===== src/common/pmcs_pkg.sv =====
// power-mode and clock sequencer: register map, field layout, timing constants
// assumes a 200 MHz aclk; IRC_DIV and IRC_START_CYC_DEF are derived from it
package pmcs_pkg;
  localparam logic [11:0] ADR_MODE = 12'h000;
  localparam logic [11:0] ADR_PLL_CFG = 12'h004;
  localparam logic [11:0] ADR_PLL_CTRL = 12'h008;
  localparam logic [11:0] ADR_STATUS = 12'h00C;
  localparam logic [11:0] ADR_CLK_SRC = 12'h010;
  localparam logic [11:0] ADR_CPU_DIV = 12'h014;
  localparam logic [11:0] ADR_PGATE = 12'h018;
  localparam logic [11:0] ADR_PDIV = 12'h01C;
  localparam logic [2:0] MODE_IDLE = 3'h1;
  localparam logic [2:0] MODE_SLEEP = 3'h2;
  localparam logic [2:0] MODE_PDOWN = 3'h3;
  localparam logic [2:0] MODE_DPD = 3'h4;
  localparam logic [1:0] SRC_IRC = 2'h0;
  localparam logic [1:0] SRC_MAIN = 2'h1;
  localparam logic [1:0] SRC_RTC = 2'h2;
  localparam int N_W = 8;
  localparam int M_W = 15;
  localparam int CFG_M_LSB = 8;
  localparam int CTRL_EN = 0;
  localparam int CTRL_CONN = 1;
  localparam int CTRL_OSC = 2;
  localparam int DIV_USB_LSB = 8;
  localparam int PDIV_W = 2;
  localparam logic [1:0] RESP_OKAY = 2'h0;
  localparam logic [1:0] RESP_SLVERR = 2'h2;
  // synchroniser lanes
  localparam int SY_EXTRST = 0;
  localparam int SY_WAKE = 1;
  localparam int SY_ALARM = 2;
  localparam int SY_LOCK = 3;
  localparam int SY_OSC = 4;
  localparam int SY_N = 5;
  // timing
  localparam int CLK_PERIOD_NS = 5;
  localparam int IRC_PERIOD_NS = 250;
  localparam int IRC_DIV = IRC_PERIOD_NS / CLK_PERIOD_NS;
  localparam int IRC_START_US = 60;
  localparam int IRC_START_CYC_DEF = (IRC_START_US * 1000 + CLK_PERIOD_NS - 1) / CLK_PERIOD_NS;
  localparam int FLASH_WAKE_US = 100;
  localparam int FLASH_IRC_CYC = (FLASH_WAKE_US * 1000 + IRC_PERIOD_NS - 1) / IRC_PERIOD_NS;
  localparam int SLEEP_IRC_CYC = 4;
  localparam int SLEEP_OSC_CYC = 4096;
  localparam int PD_IRC_CYC = 4;
  localparam int RST_IRC_CYC = 4;
  localparam int OSC_WAKE_CYC = 4096;
  typedef enum logic [7:0] {
    ST_RESET = 8'h01, ST_RUN = 8'h02, ST_IDLE = 8'h04, ST_SLEEP = 8'h08,
    ST_PDOWN = 8'h10, ST_DPD = 8'h20, ST_WAKE_IRC = 8'h40, ST_WAKE_CNT = 8'h80
  } pmcs_state_e;
endpackage


===== src/common/pmcs_pclk_if.sv =====
// carrier between the sequencer and its peripheral clock divider bank
// assumes both ends share aclk
`timescale 1ns/100ps
interface pmcs_pclk_if #(parameter int NPER = 8);
  logic [NPER-1:0] gate;
  logic [pmcs_pkg::PDIV_W*NPER-1:0] divsel;
  logic run;
  logic [NPER-1:0] clk_en;
  modport ctl (output gate, output divsel, output run, input clk_en);
  modport div (input gate, input divsel, input run, output clk_en);
endinterface


===== src/core/pmcs_top.sv =====
// power-mode and clock sequencer with an AXI4-Lite register slave
// assumes async pins arrive raw and are synchronised here; one 200 MHz aclk
// Notes on behaviour
// RULE1 - input divider takes 1 to 256
// RULE2 - multiplier takes 1 to 32768
// RULE3 - software keeps oscillator between 275 and 550 MHz
// RULE4 - reset and power-down disable and bypass synthesizer
// RULE5 - software configures, enables, waits lock, connects
// RULE6 - start and pdown wake run from RC
// RULE7 - wake timer qualifies crystal oscillator before use
// RULE8 - idle stops processor, peripherals keep running
// RULE9 - sleep stops oscillator and all internal clocks
// RULE10 - sleep gates RC output, RTC oscillator runs
// RULE11 - sleep clears synthesizer and both dividers
// RULE12 - sleep ends on reset/irq, flash stays powered
// RULE13 - sleep wake waits 4 RC or 4096 cycles
// RULE14 - software reprograms clocks after waking
// RULE15 - power-down also switches off RC and flash
// RULE16 - pdown wake: 60 us then 4 RC cycles
// RULE17 - flash blocked until 100 us RC timer expires
// RULE18 - deep power-down exit equals full reset
// RULE19 - deep power-down wakes on alarm or reset
// RULE20 - each peripheral has gate and divider
// RULE21 - RTC alarm drives power-restore output
// RULE22 - internal reset held until all conditions met
// RULE23 - connect refused while lock flag clear
`timescale 1ns/100ps
module pmcs_top #(
  parameter int NPER = 8,
  parameter int IRC_START_CYC = pmcs_pkg::IRC_START_CYC_DEF
) (
  input wire logic aclk,
  input wire logic aresetn,
  input wire logic [11:0] s_axi_awaddr,
  input wire logic s_axi_awvalid,
  output logic s_axi_awready,
  input wire logic [31:0] s_axi_wdata,
  input wire logic [3:0] s_axi_wstrb,
  input wire logic s_axi_wvalid,
  output logic s_axi_wready,
  output logic [1:0] s_axi_bresp,
  output logic s_axi_bvalid,
  input wire logic s_axi_bready,
  input wire logic [11:0] s_axi_araddr,
  input wire logic s_axi_arvalid,
  output logic s_axi_arready,
  output logic [31:0] s_axi_rdata,
  output logic [1:0] s_axi_rresp,
  output logic s_axi_rvalid,
  input wire logic s_axi_rready,
  input wire logic ext_reset_n,
  input wire logic wake_irq,
  input wire logic rtc_alarm,
  input wire logic pll_lock_pin,
  input wire logic main_osc_clk,
  output logic sys_reset_n,
  output logic cpu_clock_en,
  output logic [pmcs_pkg::N_W-1:0] pll_n_m1,
  output logic [pmcs_pkg::M_W-1:0] pll_m_m1,
  output logic pll_enable,
  output logic pll_bypass,
  output logic [1:0] clk_src,
  output logic [7:0] cpu_div,
  output logic [7:0] usb_div,
  output logic main_osc_run,
  output logic internal_rc_osc_out_en,
  output logic internal_rc_osc_power,
  output logic rtc_osc_run,
  output logic flash_power,
  output logic flash_access_en,
  output logic main_domain_power,
  output logic power_restore_alarm,
  output logic [NPER-1:0] periph_clk_en
);
  localparam int CW = 16;
  pmcs_pkg::pmcs_state_e state_reg;
  logic [pmcs_pkg::SY_N-1:0] sy1_reg, sy2_reg;
  logic ext_rst_s, wake_s, alarm_s, lock_s, osc_edge, osc_prev_reg;
  logic irc_tick, irc_on, wipe, dpd_exit, wake_main_reg, mode_req;
  logic [6:0] irc_div_reg;
  logic [CW-1:0] cnt_reg, fcnt_reg, ocnt_reg;
  logic flash_ok_reg, osc_ok_reg, pll_en_reg, pll_conn_reg, osc_en_reg;
  logic [pmcs_pkg::N_W+pmcs_pkg::M_W-1:0] cfg_reg;
  logic [NPER-1:0] gate_reg;
  logic [pmcs_pkg::PDIV_W*NPER-1:0] pdiv_reg;
  logic aw_hold, w_hold;
  logic [11:0] awaddr_q;
  logic [31:0] wdata_q, rd_word;
  logic [3:0] wstrb_q;
  logic do_wr, rd_ok;
  pmcs_pclk_if #(.NPER(NPER)) pif ();

  function automatic logic [31:0] merge(input logic [31:0] o, input logic [31:0] n,
                                        input logic [3:0] s);
    logic [31:0] r;
    r = o;
    for (int b = 0; b < 4; b++)
      if (s[b])
        r[b*8 +: 8] = n[b*8 +: 8];
    return r;
  endfunction

  function automatic logic known(input logic [11:0] a);
    return a == pmcs_pkg::ADR_MODE || a == pmcs_pkg::ADR_PLL_CFG ||
           a == pmcs_pkg::ADR_PLL_CTRL || a == pmcs_pkg::ADR_STATUS ||
           a == pmcs_pkg::ADR_CLK_SRC || a == pmcs_pkg::ADR_CPU_DIV ||
           a == pmcs_pkg::ADR_PGATE || a == pmcs_pkg::ADR_PDIV;
  endfunction

  // two-flop synchronisers; only the second stage is read
  always_ff @(posedge aclk)
  begin
    if (!aresetn)
    begin
      sy1_reg <= '0;
      sy2_reg <= '0;
      osc_prev_reg <= 1'b0;
    end
    else
    begin
      sy1_reg <= {main_osc_clk, pll_lock_pin, rtc_alarm, wake_irq, ext_reset_n};
      sy2_reg <= sy1_reg;
      osc_prev_reg <= sy2_reg[pmcs_pkg::SY_OSC];
    end
  end
  assign ext_rst_s = sy2_reg[pmcs_pkg::SY_EXTRST];
  assign wake_s = sy2_reg[pmcs_pkg::SY_WAKE];
  assign alarm_s = sy2_reg[pmcs_pkg::SY_ALARM];
  assign lock_s = sy2_reg[pmcs_pkg::SY_LOCK];
  assign osc_edge = sy2_reg[pmcs_pkg::SY_OSC] && !osc_prev_reg;

  // leaving deep power-down retains nothing: same path as a chip reset
  assign dpd_exit = (state_reg == pmcs_pkg::ST_DPD) && alarm_s; // RULE19
  assign wipe = !aresetn || !ext_rst_s || dpd_exit; // RULE18

  // rc output is gated in sleep, power-down and deep power-down and while it restarts
  assign irc_on = !(state_reg inside {pmcs_pkg::ST_SLEEP, pmcs_pkg::ST_PDOWN,
                    pmcs_pkg::ST_DPD, pmcs_pkg::ST_WAKE_IRC}); // RULE10

  // 4 MHz rc cycle as an enable pulse
  always_ff @(posedge aclk)
  begin
    if (wipe || !irc_on)
      irc_div_reg <= '0;
    else if (irc_div_reg == 7'(pmcs_pkg::IRC_DIV - 1))
      irc_div_reg <= '0;
    else
      irc_div_reg <= irc_div_reg + 7'h01;
  end
  assign irc_tick = irc_on && (irc_div_reg == 7'(pmcs_pkg::IRC_DIV - 1));

  // mode sequencer
  always_ff @(posedge aclk)
  begin
    if (wipe)
    begin
      state_reg <= pmcs_pkg::ST_RESET;
      cnt_reg <= '0;
      wake_main_reg <= 1'b0;
    end
    else
    begin
      case (state_reg)
        pmcs_pkg::ST_RESET:
        begin
          // external reset released (wipe), fixed count, flash ready
          if (cnt_reg >= CW'(pmcs_pkg::RST_IRC_CYC) && flash_ok_reg)
            state_reg <= pmcs_pkg::ST_RUN; // RULE22
          else if (irc_tick && cnt_reg < CW'(pmcs_pkg::RST_IRC_CYC))
            cnt_reg <= cnt_reg + CW'(1);
        end
        pmcs_pkg::ST_RUN:
        begin
          cnt_reg <= '0;
          if (mode_req)
            case (wdata_q[2:0])
              pmcs_pkg::MODE_IDLE: state_reg <= pmcs_pkg::ST_IDLE;
              pmcs_pkg::MODE_SLEEP: state_reg <= pmcs_pkg::ST_SLEEP;
              pmcs_pkg::MODE_PDOWN: state_reg <= pmcs_pkg::ST_PDOWN;
              pmcs_pkg::MODE_DPD: state_reg <= pmcs_pkg::ST_DPD;
              default: state_reg <= pmcs_pkg::ST_RUN;
            endcase
          wake_main_reg <= (clk_src == pmcs_pkg::SRC_MAIN);
        end
        pmcs_pkg::ST_IDLE:
          if (wake_s || alarm_s)
            state_reg <= pmcs_pkg::ST_RUN; // RULE8
        pmcs_pkg::ST_SLEEP:
          if (wake_s || alarm_s)
            state_reg <= pmcs_pkg::ST_WAKE_CNT; // RULE12
        pmcs_pkg::ST_PDOWN:
          if (wake_s || alarm_s)
          begin
            state_reg <= pmcs_pkg::ST_WAKE_IRC;
            wake_main_reg <= 1'b0; // RULE6
          end
        pmcs_pkg::ST_WAKE_IRC:
        begin
          // rc start-up time, counted in aclk cycles
          if (cnt_reg == CW'(IRC_START_CYC - 1))
          begin
            cnt_reg <= '0;
            state_reg <= pmcs_pkg::ST_WAKE_CNT; // RULE16
          end
          else
            cnt_reg <= cnt_reg + CW'(1);
        end
        pmcs_pkg::ST_WAKE_CNT:
        begin
          if (wake_main_reg ? osc_edge : irc_tick)
          begin
            if (cnt_reg == (wake_main_reg ? CW'(pmcs_pkg::SLEEP_OSC_CYC - 1)
                                          : CW'(pmcs_pkg::SLEEP_IRC_CYC - 1)))
              state_reg <= pmcs_pkg::ST_RUN; // RULE13
            else
              cnt_reg <= cnt_reg + CW'(1);
          end
        end
        // only an alarm or a reset leaves, and both go through the wipe path
        pmcs_pkg::ST_DPD: state_reg <= pmcs_pkg::ST_DPD; // RULE19
        default: state_reg <= pmcs_pkg::ST_RESET;
      endcase
    end
  end

  // flash wake-up timer, restarted whenever flash power is dropped
  always_ff @(posedge aclk)
  begin
    if (wipe || !flash_power)
    begin
      fcnt_reg <= '0;
      flash_ok_reg <= 1'b0;
    end
    else if (irc_tick && !flash_ok_reg)
    begin
      if (fcnt_reg == CW'(pmcs_pkg::FLASH_IRC_CYC - 1))
        flash_ok_reg <= 1'b1; // RULE17
      fcnt_reg <= fcnt_reg + CW'(1);
    end
  end

  // crystal wake-up timer: counts oscillator edges once it is started
  always_ff @(posedge aclk)
  begin
    if (wipe || !main_osc_run)
    begin
      ocnt_reg <= '0;
      osc_ok_reg <= 1'b0;
    end
    else if (osc_edge && !osc_ok_reg)
    begin
      if (ocnt_reg == CW'(pmcs_pkg::OSC_WAKE_CYC - 1))
        osc_ok_reg <= 1'b1; // RULE7
      ocnt_reg <= ocnt_reg + CW'(1);
    end
  end

  // axi write channel: address and data taken in either order
  assign s_axi_awready = !aw_hold && !s_axi_bvalid;
  assign s_axi_wready = !w_hold && !s_axi_bvalid;
  assign do_wr = aw_hold && w_hold && !s_axi_bvalid;
  assign mode_req = do_wr && awaddr_q == pmcs_pkg::ADR_MODE && state_reg == pmcs_pkg::ST_RUN;
  always_ff @(posedge aclk)
  begin
    if (!aresetn)
    begin
      aw_hold <= 1'b0;
      w_hold <= 1'b0;
      awaddr_q <= '0;
      wdata_q <= '0;
      wstrb_q <= '0;
      s_axi_bvalid <= 1'b0;
      s_axi_bresp <= pmcs_pkg::RESP_OKAY;
    end
    else
    begin
      if (s_axi_awvalid && s_axi_awready)
      begin
        aw_hold <= 1'b1;
        awaddr_q <= {s_axi_awaddr[11:2], 2'h0};
      end
      if (s_axi_wvalid && s_axi_wready)
      begin
        w_hold <= 1'b1;
        wdata_q <= s_axi_wdata;
        wstrb_q <= s_axi_wstrb;
      end
      if (do_wr)
      begin
        aw_hold <= 1'b0;
        w_hold <= 1'b0;
        s_axi_bvalid <= 1'b1;
        s_axi_bresp <= known(awaddr_q) ? pmcs_pkg::RESP_OKAY : pmcs_pkg::RESP_SLVERR;
      end
      else if (s_axi_bready)
        s_axi_bvalid <= 1'b0;
    end
  end

  // software-owned clock registers; sleep and power-down clear synthesizer enable, connect and both dividers
  always_ff @(posedge aclk)
  begin
    if (wipe)
    begin
      pll_en_reg <= 1'b0; // RULE4
      pll_conn_reg <= 1'b0;
      osc_en_reg <= 1'b0;
      cfg_reg <= '0;
      clk_src <= pmcs_pkg::SRC_IRC; // RULE6
      cpu_div <= '0;
      usb_div <= '0;
      gate_reg <= '0;
      pdiv_reg <= '0;
    end
    else if (state_reg inside {pmcs_pkg::ST_SLEEP, pmcs_pkg::ST_PDOWN})
    begin
      pll_en_reg <= 1'b0; // RULE11
      pll_conn_reg <= 1'b0;
      cpu_div <= '0;
      usb_div <= '0;
      if (state_reg == pmcs_pkg::ST_PDOWN)
      begin
        osc_en_reg <= 1'b0; // RULE4
        clk_src <= pmcs_pkg::SRC_IRC;
      end
    end
    else if (do_wr)
    begin
      case (awaddr_q)
        pmcs_pkg::ADR_PLL_CFG: cfg_reg <= 23'(merge(32'(cfg_reg), wdata_q, wstrb_q)); // RULE1 RULE2
        pmcs_pkg::ADR_PLL_CTRL:
          if (wstrb_q[0])
          begin
            pll_en_reg <= wdata_q[pmcs_pkg::CTRL_EN];
            osc_en_reg <= wdata_q[pmcs_pkg::CTRL_OSC];
            // connecting an unlocked synthesizer is refused
            pll_conn_reg <= wdata_q[pmcs_pkg::CTRL_CONN] && wdata_q[pmcs_pkg::CTRL_EN]
                            && lock_s; // RULE23
          end
        pmcs_pkg::ADR_CLK_SRC:
          if (wstrb_q[0] && wdata_q[1:0] != 2'h3)
            clk_src <= wdata_q[1:0];
        pmcs_pkg::ADR_CPU_DIV:
        begin
          if (wstrb_q[0])
            cpu_div <= wdata_q[7:0];
          if (wstrb_q[1])
            usb_div <= wdata_q[pmcs_pkg::DIV_USB_LSB +: 8];
        end
        pmcs_pkg::ADR_PGATE: gate_reg <= NPER'(merge(32'(gate_reg), wdata_q, wstrb_q));
        pmcs_pkg::ADR_PDIV:
          pdiv_reg <= (pmcs_pkg::PDIV_W * NPER)'(merge(32'(pdiv_reg), wdata_q, wstrb_q));
        default: ;
      endcase
    end
    else if (!pll_en_reg || !lock_s)
      pll_conn_reg <= 1'b0; // losing lock drops the connection too
  end

  // read mux; status shows live sequencer state
  always_comb
  begin
    rd_word = '0;
    rd_ok = known(s_axi_araddr);
    case ({s_axi_araddr[11:2], 2'h0})
      pmcs_pkg::ADR_MODE: rd_word = 32'(state_reg);
      pmcs_pkg::ADR_PLL_CFG: rd_word = 32'(cfg_reg);
      pmcs_pkg::ADR_PLL_CTRL: rd_word = 32'({osc_en_reg, pll_conn_reg, pll_en_reg});
      pmcs_pkg::ADR_STATUS:
        rd_word = {16'h0000, state_reg, 3'h0, flash_ok_reg, osc_ok_reg, pll_conn_reg,
                   pll_en_reg, lock_s}; // RULE23
      pmcs_pkg::ADR_CLK_SRC: rd_word = 32'(clk_src);
      pmcs_pkg::ADR_CPU_DIV: rd_word = {16'h0000, usb_div, cpu_div};
      pmcs_pkg::ADR_PGATE: rd_word = 32'(gate_reg);
      pmcs_pkg::ADR_PDIV: rd_word = 32'(pdiv_reg);
      default: rd_word = '0;
    endcase
  end

  // read channel: one cycle to answer
  assign s_axi_arready = !s_axi_rvalid;
  always_ff @(posedge aclk)
  begin
    if (!aresetn)
    begin
      s_axi_rvalid <= 1'b0;
      s_axi_rdata <= '0;
      s_axi_rresp <= pmcs_pkg::RESP_OKAY;
    end
    else if (s_axi_arvalid && s_axi_arready)
    begin
      s_axi_rvalid <= 1'b1;
      s_axi_rdata <= rd_word;
      s_axi_rresp <= rd_ok ? pmcs_pkg::RESP_OKAY : pmcs_pkg::RESP_SLVERR;
    end
    else if (s_axi_rready)
      s_axi_rvalid <= 1'b0;
  end

  // peripheral clocks run in run and idle only
  assign pif.gate = gate_reg;
  assign pif.divsel = pdiv_reg;
  assign pif.run = state_reg inside {pmcs_pkg::ST_RUN, pmcs_pkg::ST_IDLE}; // RULE8 RULE9
  assign periph_clk_en = pif.clk_en;
  pmcs_pclk_div #(.NPER(NPER)) u_pdiv (.aclk(aclk), .aresetn(aresetn), .p(pif.div));

  // power and clock outputs
  assign sys_reset_n = state_reg != pmcs_pkg::ST_RESET; // RULE22
  assign cpu_clock_en = state_reg == pmcs_pkg::ST_RUN; // RULE8
  assign pll_n_m1 = cfg_reg[pmcs_pkg::N_W-1:0];
  assign pll_m_m1 = cfg_reg[pmcs_pkg::CFG_M_LSB +: pmcs_pkg::M_W];
  assign pll_enable = pll_en_reg;
  assign pll_bypass = !pll_conn_reg;
  assign main_osc_run = osc_en_reg && irc_on && state_reg != pmcs_pkg::ST_RESET; // RULE9
  assign internal_rc_osc_out_en = irc_on;
  assign internal_rc_osc_power = !(state_reg inside {pmcs_pkg::ST_PDOWN, pmcs_pkg::ST_DPD}); // RULE15
  assign rtc_osc_run = 1'b1; // RULE10
  assign flash_power = internal_rc_osc_power; // RULE12 RULE15
  assign flash_access_en = flash_ok_reg; // RULE17
  assign main_domain_power = state_reg != pmcs_pkg::ST_DPD;
  // the alarm stays usable while the main domain is off
  assign power_restore_alarm = alarm_s; // RULE21
endmodule // pmcs_top


===== src/core/pmcs_pclk_div.sv =====
// per-peripheral clock gate and divider, one enable pulse stream per peripheral
// assumes gate/divsel come from registers in the aclk domain
`timescale 1ns/100ps
module pmcs_pclk_div #(
  parameter int NPER = 8
) (
  input wire logic aclk,
  input wire logic aresetn,
  pmcs_pclk_if.div p
);
  localparam int CW = 3;
  genvar i;
  generate
    for (i = 0; i < NPER; i++)
    begin : g_per
      logic [CW-1:0] cnt_reg;
      logic [pmcs_pkg::PDIV_W-1:0] sel;
      logic [CW-1:0] lim;
      assign sel = p.divsel[i*pmcs_pkg::PDIV_W +: pmcs_pkg::PDIV_W];
      // divide by 1, 2, 4 or 8; a gated peripheral sees no enable at all
      assign lim = CW'((1 << sel) - 1);
      always_ff @(posedge aclk)
      begin
        if (!aresetn || !p.run || !p.gate[i])
          cnt_reg <= '0;
        else if (cnt_reg >= lim)
          cnt_reg <= '0;
        else
          cnt_reg <= cnt_reg + CW'(1);
      end
      assign p.clk_en[i] = p.run && p.gate[i] && (cnt_reg >= lim); // RULE20
    end
  endgenerate
endmodule // pmcs_pclk_div


===== config.mk =====
export PLATFORM = sky130hd
export DESIGN_NAME = pmcs_top
export DESIGN_NICKNAME = d
export VERILOG_FILES = /design/src/common/pmcs_pkg.sv /design/src/common/pmcs_pclk_if.sv /design/src/core/pmcs_top.sv /design/src/core/pmcs_pclk_div.sv
export SDC_FILE = /design/constraint.sdc
export NUM_CORES = 1
export LEC_CHECK = 0
export ABC_AREA = 0
export BUFFER_PORTS_ARGS = -buffer_cell sky130_fd_sc_hd__buf_2
export CORE_MARGIN = 1
export CORE_UTILIZATION = 57
export DETAILED_ROUTE_END_ITERATION = 12
export PLACE_DENSITY = 0.84
export SLEW_MARGIN = 15
export SYNTH_ARGS = -nofsm -noshare
export SYNTH_HDL_FRONTEND = slang
export SYNTH_HIERARCHICAL = 1
export SYNTH_SLANG_ARGS = --single-unit

===== constraint.sdc =====
create_clock -name aclk -period 2.54 [get_ports aclk]
set_input_delay 0 -clock aclk [delete_from_list [all_inputs] [get_ports aclk]]
set_output_delay 0 -clock aclk [all_outputs]
set_load 0.005 [all_outputs]

### Yosys cells after proc, flatten, opt, wreduce, memory -nomap -nowiden

Cells that the tools add are included.

* memory bits (writable): 0
* memories: 0
* bits in registers: 245
* ROM bits: 0
* bits of input ports: 72
* bits in latches: 0

* reductions and logical operators: 136
* shift-type cells: 8
* bitwise operators: 2
* multiplexer cells: 41
* multiply operators: 0
* divide/modulo/power cells: 0
* order comparisons: 10
* equal/unequal tests: 56
* add/sub/neg operators: 20

Operator list (number)
* case mux 23 bit (8 select lines): 1
* == test 10 x 3 -> 1 bit, second input constant: 8
* two-way mux 16 bit: 5
* two-way mux 8 bit: 8
* case mux 16 bit (4 select lines): 1
* case mux 8 bit (8 select lines): 1
* adder 16 x 1 -> 16 bit, second input constant: 3
* == test 12 x 5 -> 1 bit, second input constant: 4
* == test 10 x 2 -> 1 bit, second input constant: 4
* logical AND 1 bit: 37
* AND reduction 4 bit: 8
* logical OR 1 bit: 30
* adder 3 x 1 -> 3 bit, second input constant: 8
* == test 12 x 4 -> 1 bit, second input constant: 2
* >= comparator 3 bit: 8
* logical NOT 1 bit: 24
* logical NOT 12 bit: 2
* case mux 6 bit (4 select lines): 1
* nonzero test 2 bit: 12
* left shift 1 x 2 -> 3 bit, first input constant: 8
* subtractor 3 x 2 -> 3 bit, second input constant: 8
* inequality test 2 bit, second input constant: 11
* OR reduction 2 bit: 11
* == test 10 x 1 -> 1 bit, second input constant: 2
* 35 further kinds: 66

### Depth between registers and ports, before layout

* depth in word-level cells: 9
* mapped depth: 10
* depth with buffers taken out: 8

### Hierarchy

Netlist, hierarchy kept.

Modules (own cells, without submodules)
* pmcs_top: times used 1, sequential area each 4204.0 µm², cells an instance 1050, area each 9237.6 µm²
* pmcs_pclk_div: times used 1, sequential area each 480.5 µm², cells an instance 185, area each 1722.9 µm²

### Least setup slack after synthesis

OpenSTA, ideal clock, no wires.

* kind: register to register
* start: register irc_div_reg[0]
* end: register cnt_reg[13]
* arrival time: 2182 ps
* clock period less this slack: 2317 ps
* library setup time: 135 ps
* required time: 2405 ps
* buffers on the path: 2
* cell stages (with the launch flop): 10
* path slack: 223 ps
* cells stage by stage: dfxtp_1 ha_1 nand2b_1 or4_1 nor4_1 o21ai_2 buf_4 buf_4 o311ai_0 o41ai_1

* longest elaborated chain between the ends: 5
* elaborated cells between the ends (all ways): 7

Ends and longest elaborated chain
* start, declared: RTL line pmcs_top.sv:80 `logic [6:0] irc_div_reg;`
* start signal, assigned: RTL line pmcs_top.sv:148 `irc_div_reg <= irc_div_reg + 7'h01;`
* == test 7 x 6 -> 1 bit (*): RTL line pmcs_top.sv:150 `assign irc_tick = irc_on && (irc_div_reg == 7'(pmcs_pkg::IRC_DIV - 1));`
* logical AND 1 bit (*): RTL line pmcs_top.sv:150
* two-way mux 1 bit / logical AND 1 bit (equally long branches): RTL line pmcs_top.sv:210, pmcs_top.sv:169
* inequality test 2 bit (no source line)
* AND reduction 5 bit (no source line) (*)
* end signal, assigned: RTL line pmcs_top.sv:170 `cnt_reg <= cnt_reg + CW'(1);`
* end signal, assigned: RTL line pmcs_top.sv:206 `cnt_reg <= cnt_reg + CW'(1);`
* end signal, assigned: RTL line pmcs_top.sv:216 `cnt_reg <= cnt_reg + CW'(1);`
* end, declared: RTL line pmcs_top.sv:81 `logic [CW-1:0] cnt_reg, fcnt_reg, ocnt_reg;`

Mark *: on every way between the ends. The rest lies on a longest branch, timed or not.
A chain may end at the register's enable or synchronous reset.

### Worst setup path in the final report

* start: register state_reg[7]
* end: output port main_osc_run

* longest elaborated chain between the ends: 5
* elaborated cells between the ends (all ways): 9

Ends and longest elaborated chain
* start, declared: RTL line pmcs_top.sv:76 `pmcs_pkg::pmcs_state_e state_reg;`
* start signal, assigned: RTL line pmcs_top.sv:157 `state_reg <= pmcs_pkg::ST_RESET;`
* start signal, assigned: RTL line pmcs_top.sv:168 `state_reg <= pmcs_pkg::ST_RUN;`
* start signal, assigned: RTL line pmcs_top.sv:177 `pmcs_pkg::MODE_IDLE: state_reg <= pmcs_pkg::ST_IDLE;`
* == test 8 x 4 -> 1 bit, or another cell as far along: RTL line pmcs_top.sv:137 `assign irc_on = !(state_reg inside {pmcs_pkg::ST_SLEEP, pmcs_pkg::ST_PDOWN,`
* nonzero test 4 bit: RTL line pmcs_top.sv:137
* logical NOT 1 bit: RTL line pmcs_top.sv:137
* logical AND 1 bit: RTL line pmcs_top.sv:414 `assign main_osc_run = osc_en_reg && irc_on && state_reg != pmcs_pkg::ST_RESET;`
* logical AND 1 bit (*): RTL line pmcs_top.sv:414
* end, declared: RTL line pmcs_top.sv:65 `output logic main_osc_run,`

Marks and branches as above.

==> reports/metrics.csv <==
metric,value,unit
vias per cell,5.99,
Die Ht,141,µm
Crit-path slowest cell,or4_4,
Layout area overhead,23.1,%
dpl ws,0.0118,ns
total gr overflow,0,
PD cells,577,nW/µm²
Vias,10200,
crit path capture type,output port,
unrepaired setup endpoints after global routing,yes,
multi-input logic area,5870,µm²
Finished Layout Cells,1706,
"Arr. time, crit path",2.47,ns
Final Hold Fails,0,
Commonest cells post-synth,"234 x dfxtp_1, 172 x nand2_1, 132 x nor2_1, 82 x a21oi_1, 61 x mux2i_1",
maximum clock path buffer count,3,
Setup Crit Path Kind,flop to output port,
Clock Sink Count,234,
post-placement cell area,12000,µm²
leakage power,5.33,nW
most frequent cell after synthesis,dfxtp_1,
"Avg Cell Area, Syn",8.87,µm²
first-pass GRT wire length,49600,µm
layout cells sized above 1,22.1,%
Cells after Synth,1235,
Worst Slack Setup Final,0.0664,ns
I/O Buffers,149,
Core ar.,18800,µm²
Util after Layout,71.9,%
top_reg_cell synth,dfxtp_1,
CTS tree,done,
worst vdd ir,562,µV
Mapped Area,11000,µm²
# nets final,1563,
Critical Path RT,2.54,ns
"Slew Viols, Final",0,
initial antenna violation count,1,
CTS HTree Levels,1,
"Clk pin slew, worst setup/hold paths",0.06,ns
Worst Tran Pin Value,0.950,ns
clk_lat worst skew,0.53,ns
number of global-route vias before repair,9931,
Inst Count DP,1605,
Hold WC Path Type,input pin to flop,
Initial Util,58.4,%
drt first pass iters,5,
GRT Util Overall,31.2,%
post-synthesis sequential area ratio,42.7,%
Die W,141,µm
synthesis warning total,6,
Max-slew headroom,36.4,%
final period utilization,97.4,%
total CTS buffers,24,
largest net degree at the start of global routing,49,
Avg WL per Cell,18.4,µm
largest cells by area after synthesis,"dfxtp_1 43%, nand2_1 5.9%, mux2i_1 5.6%, nor2_1 4.5%, ha_1 4.3%",
clk_skew,0.0161,ns
outcome,"finished, final reports clean",
design area,13500,µm²
die area,19800,µm²
DR DRC count,0,
Final GP Congestion,0.907,
min Tclk post-route,2.47,ns
remaining antenna violation count,0,
number of flip-flops in the largest register,24,
"EDFF count, synth",0,
CP Launch Type,flop,
CP cell instances,"or4_4, nor4_4, nor2_1, and3_1, buf_2",
Filler cells,1286,
Max-cap violations,0,
crit-path max cell delay,0.60,ns
Final Setup Violations,0,
crit-path max FO,7,
DRT iter0 DRCs,863,
Yosys top cell area share,42.7,%
post-route setup TNS,0,ns
Rows,50,
Routed WL,31300,µm
Root Driver,clkbuf_16,
post-synth top area cell,dfxtp_1,
Cell variety after synth,70,
FMAX,404,MHz
Synth async-reset ratio,0,%
DP HPWL,20700,µm
#FFs+latches synth,234,
Top Ports,174,
FF/Latch Area,4690,µm²
kinds of logic (layout without fill, tap and decap cells):
| group | after synthesis | in the layout | share of synthesized area, % |
|---|---|---|---|
| adder cells (fa/ha/maj) | 38 | 38 | 4.34 |
| XOR/XNOR | 47 | 47 | 3.76 |
| multiplexers | 72 | 72 | 7.83 |
| buffers and inverters | 116 | 341 | 4.97 |
| flip-flops | 234 | 234 | 42.7 |
| other | 2 | 13 | 0.0685 |
| AO/OA/AOI/OAI | 177 | 177 | 10.5 |
| AND/OR/NAND/NOR | 549 | 550 | 25.8 |
placed cells by master, fill, tap and decap left out, types with 10 or more instances in the layout:
cell           count
dfxtp_1          233
nand2_1          172
buf_2            149
nor2_1           131
a21oi_1           81
mux2i_1           61
dlygate4sd3_1     51
buf_4             50
inv_1             45
nand3_1           42
nor3_1            38
ha_1              38
xnor2_1           27
clkbuf_16         24
and3_1            20
xor2_1            20
and2_1            19
nor4_1            16
o21ai_0           15
nand4_1           14
conb_1            12
or4_1             11
a221oi_1          11
mux4_2            11
nor2b_1           10
o21ai_2           10
layer usage:
layer / part of all wire [%] / wire, µm / track usage [%]
met1: 39 / 12200 / 37.9
met2: 48 / 14900 / 52.4
met3: 8.4 / 2640 / 6.01
met4: 4.8 / 1500 / 16.5
met5: 0 / 0 / 0
final cells by class:
class,instances,share of cell area (%)
repair buffers,252,12.3
inverters,45,1.25
clock buffers,28,4.79
clock inverters,16,1.21
well taps,234,2.17
diodes,1,0.0185
multi-input cells,896,43.5
flip-flops and latches,234,34.7
critical path: cells and delay by family (launching register included):
| family | cells | cell delay (ns) |
|---|---|---|
| AND/OR/NAND/NOR | 4 | 1.43 |
| flip-flops | 1 | 0.39 |
| buffers and inverters | 1 | 0.14 |
power by group:
| group | total [mW] | switching (mW) | internal [mW] |
|---|---|---|---|
| registers | 3.80 | 0.0697 | 3.73 |
| clock network | 3.58 | 1.53 | 2.05 |
| logic | 0.406 | 0.227 | 0.179 |
final timing paths:
check | slack, ns | to | from | cells after the start
worst max-delay path | 0.07 | main_osc_run | state_reg[7] | 5
worst min-delay path | 0.04 | osc_en_reg | aresetn | 5
worst max register to register | 0.08 | cnt_reg[11] | irc_div_reg[1] | 9
worst min register to register | 0.44 | sy2_reg[1] | sy1_reg[1] | 1
per-stage QoR:
step	hold slack, ns	power (mW)
after global routing	0.0716	7.99
after global placement	0.184	4.18
after floorplan	0.100	4.06
final	0.0388	7.78
after detailed placement	0.190	4.19
after CTS	0.00845	7.76
repair_timing:
item / 4_1_cts / 5_1_grt
buffers inserted: 0 / 4
hold endpoints to repair: 45 / 0
resized for setup: 1 / 18
cloned: 0 / 1
hold buffers: 51 / 0
endpoints found under the setup margin: 1 / 18
pin swaps: 0 / 4
Note: power is estimated with default switching activity, not from simulation.
